### config.mk
export PLATFORM = sky130hd
export DESIGN_NAME = dmfc_top
export DESIGN_NICKNAME = d
export VERILOG_FILES = /design/src/verilog/dmfc_fb_search.v /design/src/verilog/dmfc_top.v
export VERILOG_INCLUDE_DIRS = /design/src /design/src/verilog
export SDC_FILE = /design/constraint.sdc
export NUM_CORES = 1
export LEC_CHECK = 0
export ABC_AREA = 1
export ABC_CLOCK_PERIOD_IN_PS = 2900
export BUFFER_PORTS_ARGS = -buffer_cell sky130_fd_sc_hd__buf_2
export CAP_MARGIN = 10
export CELL_PAD_IN_SITES_DETAIL_PLACEMENT = 0
export CELL_PAD_IN_SITES_GLOBAL_PLACEMENT = 1
export CORE_MARGIN = 1.5
export CORE_UTILIZATION = 40
export CTS_CLUSTER_DIAMETER = 120
export DETAILED_ROUTE_END_ITERATION = 8
export MAX_ROUTING_LAYER = met4
export PLACE_DENSITY = 0.73
export REMOVE_ABC_BUFFERS = 1
export SLEW_MARGIN = 20
export SYNTH_ARGS = -nofsm -noshare
export SYNTH_HDL_FRONTEND = slang
export SYNTH_SLANG_ARGS = --single-unit
### constraint.sdc
create_clock -name clock_i -period 2.9 [get_ports clock_i]
set_clock_uncertainty 0.05 [all_clocks]
set_input_delay 0.435 -clock clock_i [delete_from_list [all_inputs] [get_ports clock_i]]
set_output_delay 0.435 -clock clock_i [all_outputs]
set_load 0.01 [all_outputs]
### src/verilog/dmfc_regs.vh
// object map, field positions, reset values and timing counts of the drive configuration block
`ifndef DMFC_REGS_VH
`define DMFC_REGS_VH

`define DMFC_IDX_BOOT        16'h2800
`define DMFC_IDX_SUBMODE     16'h3202
`define DMFC_IDX_FB_SELECT   16'h3203
`define DMFC_IDX_FB_MAP      16'h3204

`define DMFC_SUB_COUNT       8'h00
`define DMFC_SUB_REBOOT_CMD  8'h01
`define DMFC_SUB_REBOOT_DLY  8'h02
`define DMFC_SUB_BOOT_HW     8'h03

`define DMFC_BOOT_COUNT      8'h03
`define DMFC_FB_COUNT        8'h03
`define DMFC_REBOOT_MAGIC    32'h746F6F62
`define DMFC_WORD_RESET      32'h00000000
`define DMFC_SEL_RESET       8'h00
`define DMFC_MAP_FIRST       16'h3380
`define DMFC_MAP_SECOND      16'h3390
`define DMFC_MAP_THIRD       16'h33A0

`define DMFC_BOOT_NO_SHORT   0

`define DMFC_SM_LOOP         0
`define DMFC_SM_SPEED_SIM    1
`define DMFC_SM_BRAKE        2
`define DMFC_SM_CUR_RED      3
`define DMFC_SM_AUTO_ALIGN   4
`define DMFC_SM_TORQUE       5
`define DMFC_SM_BRUSHLESS    6
`define DMFC_SM_SLOW         7
`define DMFC_SM_USED_MASK    32'h000000FF

`define DMFC_FB_POS          0
`define DMFC_FB_VEL          1
`define DMFC_FB_COM          2

`define DMFC_CLK_MHZ         100
`define DMFC_MS_PER_TICK     1
`define DMFC_MS_CYCLES       (`DMFC_MS_PER_TICK * `DMFC_CLK_MHZ * 1000)

`endif

### src/verilog/dmfc_fb_search.v
// priority search of feedback sources for position, velocity and commutation
`timescale 1ns/100ps
`include "dmfc_regs.vh"
module dmfc_fb_search #(
	parameter NUM_FB = 3
) (
	input  wire [NUM_FB*8-1:0] masks_i,   // per-sensor masks, sensor 1 in low byte
	output reg  [7:0]          pos_src_o, // sensor number for position
	output reg  [7:0]          vel_src_o, // sensor number for velocity
	output reg  [7:0]          com_src_o  // sensor number for commutation
);
	genvar    f;

	generate
		for (f = 0; f < 3; f = f + 1) begin : g_func
			// per-function result and loop index keep each process the only driver
			reg [7:0] hit;
			integer   s;
			always @* begin
				// sensorless is the fallback when no other sensor claims the role
				hit = 8'h01;
				// descending walk so the lowest matching sensor wins
				for (s = NUM_FB - 1; s >= 1; s = s - 1) begin
					if (masks_i[s*8 + f])
						hit = s[7:0] + 8'h01;
				end
			end
		end
	endgenerate

	always @* begin
		pos_src_o = g_func[`DMFC_FB_POS].hit;
		vel_src_o = g_func[`DMFC_FB_VEL].hit;
		com_src_o = g_func[`DMFC_FB_COM].hit;
	end
endmodule // dmfc_fb_search

### src/verilog/dmfc_top.v
// drive submode, reboot, boot loader and feedback selection configuration
// Contract
// - writing the magic word to the reboot command triggers a reboot, nothing else does
// - the reboot fires after the number of milliseconds in the delay entry
// - boot config bit 0 set keeps windings unshorted, clear shorts them
// - submode bit 0 picks open loop at zero, closed loop at one
// - loop mode never changes while operation is enabled
// - speed simulation bit realises speed modes by ramped position changes
// - brake bit enables automatic brake control
// - current reduction bit reduces current during open loop only
// - encoder without index forces auto alignment on entry to operation enabled with closed loop selected
// - torque bit in torque modes runs torque controller alone, else velocity superimposed
// - motor type bit marks a brushless DC motor
// - slow bit activates slow speed mode, only with closed loop active
// - feedback selection writes take effect on next entry to operation enabled
// - selection masks: bit 0 position, bit 1 velocity, bit 2 commutation
// - subindex 1 always is the sensorless feedback, rest in sensor order
// - search from sensor 2 upward, first matching sensor wins
// - open loop ignores commutation bit, position and velocity still select display
// - mapping table reports configuring object indices 3380, 3390, 33A0
// - entry counts of both feedback tables read three
// - reboot, delay and boot config are 32-bit, reset zero, count three
`timescale 1ns/100ps
`include "dmfc_regs.vh"
module dmfc_top #(
	parameter MS_CYCLES = `DMFC_MS_CYCLES // cycles in one millisecond
) (
	input  wire        clock_i,          // 100 MHz clock
	input  wire        nrst_i,           // async reset, active low
	input  wire        od_req_i,         // object access strobe
	input  wire        od_wr_i,          // 1 write, 0 read
	input  wire [15:0] od_index_i,       // object index
	input  wire [7:0]  od_sub_i,         // subindex
	input  wire [31:0] od_wdata_i,       // write data
	output reg         od_ack_o,         // access answered
	output reg         od_err_o,         // access refused
	output reg  [31:0] od_rdata_o,       // read data
	input  wire        op_enabled_i,     // drive in operation enabled
	input  wire        torque_mode_i,    // profile or cyclic torque mode active
	input  wire        enc_has_index_i,  // commutation encoder provides an index
	input  wire        enc_index_i,      // encoder index pin
	input  wire        align_done_i,     // open loop alignment finished
	output reg         reboot_o,         // firmware reboot pulse
	output reg         windings_short_o, // short windings in boot loader
	output reg         closed_loop_o,    // commutating in closed loop
	output reg         align_active_o,   // open loop alignment running
	output reg         speed_sim_o,      // speed via position ramp
	output reg         brake_auto_o,     // automatic brake control
	output reg         cur_red_o,        // current reduction active
	output reg         torque_only_o,    // torque controller alone
	output reg         vel_superimp_o,   // velocity controller superimposed
	output reg         brushless_o,      // brushless DC motor
	output reg         slow_mode_o,      // slow speed mode active
	output reg  [7:0]  pos_src_o,        // position feedback sensor
	output reg  [7:0]  vel_src_o,        // velocity feedback sensor
	output reg  [7:0]  com_src_o         // commutation feedback sensor
);
	localparam ST_OPEN   = 3'b001;
	localparam ST_ALIGN  = 3'b010;
	localparam ST_CLOSED = 3'b100;

	reg [31:0] reboot_cmd;
	reg [31:0] reboot_dly;
	reg [31:0] boot_hw;
	reg [31:0] submode;
	reg [7:0]  sel_first;
	reg [7:0]  sel_second;
	reg [7:0]  sel_third;
	reg [23:0] sel_applied;
	reg        loop_applied;
	reg        op_en_q;
	reg        idx_meta;
	reg        idx_sync;
	reg [2:0]  state;
	reg [2:0]  next_state;
	reg        reboot_pend;
	reg [31:0] ms_left;
	reg [31:0] tick_cnt;
	reg [31:0] next_rdata;
	reg        next_err;

	wire       wr_ok;
	wire       op_rise;
	wire       ms_tick;
	wire [7:0] pos_sel;
	wire [7:0] vel_sel;
	wire [7:0] com_sel;

	assign op_rise = op_enabled_i & ~op_en_q;
	assign wr_ok   = od_req_i & od_wr_i & ~next_err;
	assign ms_tick = (tick_cnt == MS_CYCLES - 1);

	// object decode: reads return data, writes to read-only or unknown entries are refused
	always @* begin
		next_rdata = 32'h00000000;
		next_err   = 1'b0;
		case (od_index_i)
		`DMFC_IDX_BOOT: begin
			case (od_sub_i)
			`DMFC_SUB_COUNT: begin
				next_rdata = {24'h000000, `DMFC_BOOT_COUNT};
				next_err   = od_wr_i;
			end
			`DMFC_SUB_REBOOT_CMD: next_rdata = reboot_cmd;
			`DMFC_SUB_REBOOT_DLY: next_rdata = reboot_dly;
			`DMFC_SUB_BOOT_HW:    next_rdata = boot_hw;
			default:              next_err   = 1'b1;
			endcase
		end
		`DMFC_IDX_SUBMODE: begin
			if (od_sub_i == `DMFC_SUB_COUNT)
				next_rdata = submode;
			else
				next_err = 1'b1;
		end
		`DMFC_IDX_FB_SELECT: begin
			case (od_sub_i)
			8'h00: begin
				next_rdata = {24'h000000, `DMFC_FB_COUNT};
				next_err   = od_wr_i;
			end
			8'h01:   next_rdata = {24'h000000, sel_first};
			8'h02:   next_rdata = {24'h000000, sel_second};
			8'h03:   next_rdata = {24'h000000, sel_third};
			default: next_err   = 1'b1;
			endcase
		end
		`DMFC_IDX_FB_MAP: begin
			next_err = od_wr_i;
			case (od_sub_i)
			8'h00:   next_rdata = {24'h000000, `DMFC_FB_COUNT};
			8'h01:   next_rdata = {16'h0000, `DMFC_MAP_FIRST};
			8'h02:   next_rdata = {16'h0000, `DMFC_MAP_SECOND};
			8'h03:   next_rdata = {16'h0000, `DMFC_MAP_THIRD};
			default: next_err   = 1'b1;
			endcase
		end
		default: next_err = 1'b1;
		endcase
	end

	always @(posedge clock_i or negedge nrst_i) begin
		if (!nrst_i) begin
			od_ack_o   <= 1'b0;
			od_err_o   <= 1'b0;
			od_rdata_o <= `DMFC_WORD_RESET;
			reboot_cmd <= `DMFC_WORD_RESET;
			reboot_dly <= `DMFC_WORD_RESET;
			boot_hw    <= `DMFC_WORD_RESET;
			submode    <= `DMFC_WORD_RESET;
			sel_first  <= `DMFC_SEL_RESET;
			sel_second <= `DMFC_SEL_RESET;
			sel_third  <= `DMFC_SEL_RESET;
		end else begin
			od_ack_o   <= od_req_i;
			od_err_o   <= od_req_i & next_err;
			od_rdata_o <= (od_req_i & ~od_wr_i & ~next_err) ? next_rdata : 32'h00000000;
			if (wr_ok) begin
				case (od_index_i)
				`DMFC_IDX_BOOT: begin
					if (od_sub_i == `DMFC_SUB_REBOOT_CMD)
						reboot_cmd <= od_wdata_i;
					if (od_sub_i == `DMFC_SUB_REBOOT_DLY)
						reboot_dly <= od_wdata_i;
					if (od_sub_i == `DMFC_SUB_BOOT_HW)
						boot_hw <= od_wdata_i;
				end
				`DMFC_IDX_SUBMODE:
					submode <= od_wdata_i & `DMFC_SM_USED_MASK;
				`DMFC_IDX_FB_SELECT: begin
					// stored at once, but only sampled at the next enable
					if (od_sub_i == 8'h01)
						sel_first <= od_wdata_i[7:0];
					if (od_sub_i == 8'h02)
						sel_second <= od_wdata_i[7:0];
					if (od_sub_i == 8'h03)
						sel_third <= od_wdata_i[7:0];
				end
				default: ;
				endcase
			end
		end
	end

	// reboot scheduler; a new magic write restarts the delay
	always @(posedge clock_i or negedge nrst_i) begin
		if (!nrst_i) begin
			reboot_pend <= 1'b0;
			ms_left     <= 32'h00000000;
			tick_cnt    <= 32'h00000000;
			reboot_o    <= 1'b0;
		end else begin
			reboot_o <= 1'b0;
			if (wr_ok && od_index_i == `DMFC_IDX_BOOT && od_sub_i == `DMFC_SUB_REBOOT_CMD
				&& od_wdata_i == `DMFC_REBOOT_MAGIC) begin
				reboot_pend <= 1'b1;
				ms_left     <= reboot_dly;
				tick_cnt    <= 32'h00000000;
			end else if (reboot_pend) begin
				if (ms_left == 32'h00000000) begin
					reboot_pend <= 1'b0;
					reboot_o    <= 1'b1;
				end else if (ms_tick) begin
					tick_cnt <= 32'h00000000;
					ms_left  <= ms_left - 32'h00000001;
				end else begin
					tick_cnt <= tick_cnt + 32'h00000001;
				end
			end
		end
	end

	// index pin crosses in through two flops
	always @(posedge clock_i or negedge nrst_i) begin
		if (!nrst_i) begin
			idx_meta <= 1'b0;
			idx_sync <= 1'b0;
		end else begin
			idx_meta <= enc_index_i;
			idx_sync <= idx_meta;
		end
	end

	// loop mode latches only outside operation enabled, selections on entry to it
	always @(posedge clock_i or negedge nrst_i) begin
		if (!nrst_i) begin
			op_en_q      <= 1'b0;
			loop_applied <= 1'b0;
			sel_applied  <= 24'h000000;
		end else begin
			op_en_q <= op_enabled_i;
			if (!op_enabled_i)
				loop_applied <= submode[`DMFC_SM_LOOP];
			if (op_rise)
				sel_applied <= {sel_third, sel_second, sel_first};
		end
	end

	// commutation sequence from switch-on to closed loop
	always @* begin
		next_state = state;
		case (state)
		ST_OPEN: begin
			if (op_rise && loop_applied) begin
				if (submode[`DMFC_SM_AUTO_ALIGN] || !enc_has_index_i)
					next_state = ST_ALIGN;
			end else if (op_enabled_i && loop_applied && idx_sync
				&& enc_has_index_i && !submode[`DMFC_SM_AUTO_ALIGN])
				next_state = ST_CLOSED;
		end
		ST_ALIGN: begin
			if (!op_enabled_i)
				next_state = ST_OPEN;
			else if (align_done_i)
				next_state = ST_CLOSED;
		end
		ST_CLOSED: begin
			if (!op_enabled_i || !loop_applied)
				next_state = ST_OPEN;
		end
		default: next_state = ST_OPEN;
		endcase
	end

	always @(posedge clock_i or negedge nrst_i) begin
		if (!nrst_i)
			state <= ST_OPEN;
		else
			state <= next_state;
	end

	dmfc_fb_search #(
		.NUM_FB (3)
	) u_search (
		.masks_i   (sel_applied),
		.pos_src_o (pos_sel),
		.vel_src_o (vel_sel),
		.com_src_o (com_sel)
	);

	// registered function outputs
	always @(posedge clock_i or negedge nrst_i) begin
		if (!nrst_i) begin
			windings_short_o <= 1'b1;
			closed_loop_o    <= 1'b0;
			align_active_o   <= 1'b0;
			speed_sim_o      <= 1'b0;
			brake_auto_o     <= 1'b0;
			cur_red_o        <= 1'b0;
			torque_only_o    <= 1'b0;
			vel_superimp_o   <= 1'b0;
			brushless_o      <= 1'b0;
			slow_mode_o      <= 1'b0;
			pos_src_o        <= 8'h01;
			vel_src_o        <= 8'h01;
			com_src_o        <= 8'h01;
		end else begin
			windings_short_o <= ~boot_hw[`DMFC_BOOT_NO_SHORT];
			closed_loop_o    <= (state == ST_CLOSED);
			align_active_o   <= (state == ST_ALIGN);
			speed_sim_o      <= submode[`DMFC_SM_SPEED_SIM];
			brake_auto_o     <= submode[`DMFC_SM_BRAKE];
			cur_red_o        <= submode[`DMFC_SM_CUR_RED] & (state != ST_CLOSED);
			torque_only_o    <= torque_mode_i & submode[`DMFC_SM_TORQUE];
			vel_superimp_o   <= torque_mode_i & ~submode[`DMFC_SM_TORQUE];
			brushless_o      <= submode[`DMFC_SM_BRUSHLESS];
			// slow speed is meaningless before the loop is closed
			slow_mode_o      <= submode[`DMFC_SM_SLOW] & (state == ST_CLOSED);
			pos_src_o        <= pos_sel;
			vel_src_o        <= vel_sel;
			com_src_o        <= loop_applied ? com_sel : 8'h01;
		end
	end
endmodule // dmfc_top
==> results of run 1 <==
-- cell usage after synthesis (all sizes together), types with 2 or more instances --
cell type    n  share of area
a311oi       5         0.0034
a221oi      17          0.012
xor2        37          0.025
o311ai       3         0.0021
a22o         7         0.0048
buf         33          0.018
nand4       44          0.022
ha           2         0.0020
o22ai        2        0.00098
o31ai        9         0.0053
or2          3         0.0015
nor2       191          0.058
nand2      438           0.13
o211ai       7         0.0041
o21ai      180          0.071
nor3        40          0.016
dfrtp      252           0.49
dfstp        5          0.010
a21oi       12         0.0047
nand3b       2         0.0012
xnor2        5         0.0034
clkbuf      49          0.014
a31oi        5         0.0024
nor4        15         0.0073
nand3       65          0.027
inv        195          0.057
-- worst max-delay path, cell delays in order (launching register included) --
cell	delay, ns
dfrtp_1	0.37
ha_1	0.17
nand2_1	0.10
nor2_1	0.25
nand4_1	0.20
nor2_1	0.33
nand4_1	0.21
nor2_1	0.28
nand3_1	0.15
xor2_1	0.15
inv_1	0.05
nand2_1	0.05
o21ai_0	0.07
-- worst paths after layout --
path | startpoint | end | slack [ns] | cells past startpoint
worst max register to register | tick_cnt[1] | tick_cnt[30] | 0.34 | 12
worst min-delay path | torque_mode_i | torque_only_o | 0.02 | 3
min in group asynchronous | nrst_i | od_rdata_o[22] | 0.39 | 2
worst max-delay path | tick_cnt[1] | tick_cnt[30] | 0.34 | 12
worst min register to register | idx_meta | idx_sync | 0.30 | 0
max in group asynchronous | nrst_i | tick_cnt[11] | 1.55 | 3
-- cells by family (layout without fill, tap and decap cells) --
family | after synthesis | count (layout)
and+or+nand+nor | 799 | 799
other | 1 | 18
xor gates and xnor gates | 42 | 42
AOI/OAI and AO/OA | 251 | 251
buffers and inverters | 278 | 411
adders and majority gates | 2 | 2
DFF | 257 | 257
-- per-layer routing --
metal,wire length [µm],global-route usage,vias up,share of wire
met3,1550,0.0227,29,0.044
met4,435,0.0427,0,0.012
li1,-,-,5482,-
met2,16200,0.355,299,0.46
met5,0,-,-,0
met1,16900,0.312,5205,0.48
-- sequential cells by signal (all words and copies together), names as in the netlist, 3 cells and up --
signal,count
sel_first,8
reboot_dly,32
sel_third,8
submode,8
od_rdata_o,32
state,3
tick_cnt,32
ms_left,32
sel_applied,6
sel_second,8
boot_hw,32
reboot_cmd,32
-- where the power goes --
part	internal [mW]	switching [mW]	leakage [nW]	total, mW
Sequential	3.63	0.0238	3.46	3.65
Clock	2.30	1.52	0.501	3.82
Combinational	0.103	0.244	3.45	0.347
-- what timing repair did --
| item | in CTS | in global routing |
|---|---|---|
| endpoints found under the hold margin | 80 | 0 |
| gates resized for setup | 0 | 1 |
| hold buffers | 4 | 0 |
| setup endpoints to repair | 0 | 1 |
-- cell type report --
cell class,instances,area (µm²),area share
clock buffers,45,897,0.0596
clock inverters,8,115,0.00765
inverters,196,736,0.0489
multi-input cells,1112,5290,0.352
flip-flops and latches,257,6440,0.428
well taps,402,503,0.0334
repair buffers,162,1060,0.0705
-- metrics by stage --
stage,util,worst slack [ns],TNS [ns]
after global placement,0.444,0.126,0
after global routing,0.478,0.0482,0
after CTS,0.478,0.241,0
after floorplan,-,-1.46,-216.69
after detailed placement,0.444,0.0894,0
final,0.478,0.341,0
-- cell usage in the layout, fill, tap and decap left out, types with 15 or more instances in the layout --
| cell | synthesis | final |
|---|---|---|
| a221oi_1 | 17 | 17 |
| buf_2 | 8 | 114 |
| buf_4 | 21 | 34 |
| clkbuf_16 | 0 | 30 |
| conb_1 | 1 | 18 |
| dfrtp_1 | 252 | 252 |
| inv_1 | 195 | 195 |
| nand2_1 | 434 | 432 |
| nand3_1 | 63 | 63 |
| nand4_1 | 44 | 44 |
| nor2_1 | 185 | 182 |
| nor3_1 | 39 | 39 |
| nor4_1 | 15 | 15 |
| o21ai_0 | 165 | 165 |
| xor2_1 | 37 | 37 |
==> flow_summary_export.csv, run 1 <==
group,metric,value,unit
run_status,outcome,"finished clean",
synth,synthXorXnorAreaFrac,0.0288,
clock_tree,postCtsSetupRepairBufs,0,
clock_tree,cts-buffers-inserted,30,
timing,slew_viol_final,0,
setup_path,crit_type,"flop to flop",
clock_tree,h-tree-depth,1,
synth,synth_top_family_by_area,"simple AND/OR/NAND/NOR gates",
clock_tree,cts_tree,"done",
timing,hold_viol,0,
synth,synth_edf_count,0,
clock_tree,clock_path_buffers,3,
timing,post-route-min-period,2.56,ns
global_routing,antenna_found_initial,0,
global_routing,grt.overflow.total,0,
floorplanning,io_pins,134,
flow_run,cap_violations,0,
synth,yosysSeqAreaShare,0.504,
layout,syn2layout_area_growth,17.6,%
setup_path,crit_required,3.27,ns
power,p_total,7.82,mW
placed_design,place_area,14000,µm²
floorplanning,die_x,182,µm
synth,ys.flop_type,"dfrtp_1",
global_routing,grt_pass1_wl,57.5,mm
synth,async_flop_share,1.00,
setup_path,critical_path_arrival,2.93,ns
detailed_routing,viasPerCell,5.05,
timing,whs,0.0210,ns
clock_tree,path_clk_slew,0.06,ns
synth,synthMuxAreaShare,0,
power,ir_drop,490,µV
detailed_routing,first_pass_iters,7,
detailed_routing,drt_wl_total,35.1,mm
timing,max_slew_margin,0.562,
detailed_routing,initialDrtViolationCount,760,
detailed_routing,wl_per_cell,16.1,µm
layout,stdcell_area,15000,µm²
synth,synth-simple-area-share,0.262,
clock_tree,clock_sinks,257,
floorplanning,dieArea,33000,µm²
timing,fmaxAchievable,391,MHz
floorplanning,row_count,65,
placed_design,dp_hpwl,24.1,mm
layout,fillers,3115,
placed_design,io_buffers,115,
global_routing,grtUsageTotal,0.223,
layout,diodes,0,
setup_path,worstSetupEndpointType,"flop",
synth,synth_compound_area_frac,0.113,
global_routing,grt_max_degree,85,
setup_path,critical_path_peak_fanout,4,
synth,synth_cells,1630,
placed_design,gp_congestion,0.818,
power,p_per_area,520,nW/µm²
synth,yosys_register_bits,257,
global_routing,first_global_vias,10575,
timing,finalSetupViolations,0,
setup_path,startpoint_type,"flop",
layout,final_cells,2182,
timing,period_share,0.882,
floorplanning,initial_core_util,0.406,
power,p_leak,7.42,nW
detailed_routing,ant_nets,0,
synth,yosysUniqueCellTypes,46,
timing,rsz0062_at_grt,"false",
synth,post_synth_instance_area,12800,µm²
synth,ys_warn_count,0,
detailed_routing,vias,11015,
layout,fin_nets,1826,
floorplanning,die_y,182,µm
layout,drive_gt1_frac,0.130,
hold_path,hold_class,"input port to flop",
detailed_routing,drc,0,
clock_tree,worst_skew_pair.late_latency,0.59,ns
clock_tree,cts_root_buf,"clkbuf_16",
timing,worst_slew_pin_slew,0.657,ns
floorplanning,core_area,31500,µm²
synth,synth_fa_ha_area_frac,0.00196,
placed_design,dp.cells,2125,
synth,avgSynthCellArea,7.84,µm²
No activity file was read; power rests on OpenSTA's default activity.
==> run 2: changes to the inputs <==
- PLACE_DENSITY: 0.73 -> 0.72
- SYNTH_HIERARCHICAL: not set -> 1
==> run 2 against run 1 <==
Against the previous run:
- first-iteration DRC count decreased by 5.1%
- global-route usage shrank 0.42 points
- synthesized area is 5.1% higher
- clock power increased by 5%
- critical path type unchanged
- highest routed layer unchanged
==> flow_summary_export.csv, run 2 <==
group,metric,value,unit
run_status,outcome,"finished clean",
power,p_leak,7.91,nW
timing,post-route-min-period,2.51,ns
power,ir_drop,552,µV
global_routing,first_global_vias,10970,
clock_tree,worst_skew_pair.late_latency,0.57,ns
timing,hold_viol,0,
floorplanning,die_x,186,µm
timing,max_slew_margin,0.588,
detailed_routing,initialDrtViolationCount,721,
clock_tree,cts_tree,"done",
global_routing,grt_pass1_wl,59.8,mm
placed_design,place_ws,0.156,ns
setup_path,crit_type,"flop to flop",
layout,register_area,6890,µm²
floorplanning,row_count,66,
floorplanning,core_area,32800,µm²
timing,period_share,0.866,
power,p_per_area,514,nW/µm²
timing,finalSetupViolations,0,
detailed_routing,drc,0,
setup_path,critical_path_arrival,2.92,ns
synth,post_synth_instance_area,13400,µm²
timing,fmaxAchievable,398,MHz
floorplanning,initial_core_util,0.410,
layout,multi_input_area,5480,µm²
placed_design,place_area,14700,µm²
detailed_routing,drt_wl_total,36.4,mm
clock_tree,cts_root_buf,"clkbuf_16",
layout,drive_gt1_frac,0.145,
setup_path,startpoint_type,"flop",
clock_tree,holdBufCountCts,4,
flow_run,cap_violations,0,
placed_design,gp_congestion,0.883,
placed_design,dp_hpwl,25.5,mm
hold_path,hold_class,"input port to flop",
setup_path,crit_chain,"nor2_1, nand2_1, nor2_1, nand2_1, nor2_1, nand2_1, nor2_1, nand2_1, nor2_1, nand2_1, nand2_1, nand2_1, nand2_1, nand2_1, nor2_1, nor2_1",
layout,layout_common_cells,"nand2_1 (483), dfrtp_1 (270), nor2_1 (195)",
layout,layout_commonest_cell,"nand2_1",
layout,syn2layout_area_growth,17.3,%
global_routing,grt_max_degree,80,
layout,stdcell_area,15800,µm²
detailed_routing,first_pass_iters,5,
setup_path,cp_common_cell,"nand2_1",
timing,worst_slew_pin_slew,0.612,ns
floorplanning,io_pins,134,
synth,avgSynthCellArea,7.98,µm²
floorplanning,die_y,186,µm
floorplanning,dieArea,34700,µm²
timing,fin_tns_setup,0,ns
placed_design,io_buffers,133,
clock_tree,h-tree-depth,1,
timing,slew_viol_final,0,
setup_path,slowest_stage,"dfrtp_1",
layout,diodes,0,
layout,fillers,3314,
global_routing,antenna_found_initial,0,
clock_tree,ctsResizeCount,0,
layout,fin_nets,1895,
global_routing,grtUsageTotal,0.219,
layout,final_cells,2295,
detailed_routing,wl_per_cell,15.9,µm
clock_tree,clock_path_buffers,3,
timing,fin_ws,0.388,ns
clock_tree,path_clk_slew,0.06,ns
setup_path,worstSetupEndpointType,"flop",
detailed_routing,viasPerCell,4.93,
timing,rsz0062_at_grt,"false",
setup_path,max_stage_delay,0.42,ns
detailed_routing,vias,11315,
clock_tree,cts-buffers-inserted,31,
setup_path,critical_path_peak_fanout,5,
global_routing,grt.overflow.total,0,
setup_path,crit_required,3.31,ns
placed_design,dp.cells,2233,
clock_tree,clock_sinks,275,
detailed_routing,ant_nets,0,
synth,ys_warn_count,6,
synth,synth_cells,1684,
clock_tree,postCtsSetupRepairBufs,0,
## run 2: worst paths after layout
| check | from | to | slack, ns | cells past startpoint |
|---|---|---|---|---|
| hold / removal | torque_mode_i | torque_only_o | 0.03 | 3 |
| hold reg to reg | idx_meta | idx_sync | 0.30 | 0 |
| min in group asynchronous | nrst_i | com_src_o[2] | 0.35 | 2 |
| setup / recovery | ms_left[2] | ms_left[23] | 0.39 | 16 |
| setup reg to reg | ms_left[2] | ms_left[23] | 0.39 | 16 |
| max in group asynchronous | nrst_i | tick_cnt[19] | 1.59 | 3 |
## run 2: per-stage QoR
stage          utilization  hold WS [ns]  power (mW)
2_1_floorplan            -        0.0894        3.98
3_3_place_gp         0.448         0.290        4.17
3_5_place_dp         0.448         0.290        4.17
4_1_cts              0.481        0.0104        8.20
5_1_grt              0.481        0.0513        8.40
6_report             0.481        0.0263        8.11
## run 2: metal layers
layer / vias to the layer above / track usage / wire length [µm]
met2: 293 / 0.339 / 16400
li1: 5658 / - / -
met4: 0 / 0.0569 / 970
met1: 5307 / 0.304 / 17100
met5: - / - / 0
met3: 57 / 0.0256 / 1840
## run 2: report_power, final
part / switching [mW] / internal [mW]
combinational: 0.178 / 0.0689
sequential: 0.00305 / 3.85
clock: 1.63 / 2.39
total: 1.81 / 6.30
## run 2: worst max-delay path: cells and delay by family (launching register included)
family	cells	cell delay, ns
and+or+nand+nor	16	1.95
DFF	1	0.42
## run 2: area by class of cell
type                            count  share of cell area
Multi-Input combinational cell   1155               0.348
Tap cell                          442              0.0351
Clock buffer                       43              0.0558
Timing Repair Buffer              178              0.0696
Sequential cell                   275               0.437
Inverter                          187              0.0445
Clock inverter                     15              0.0106
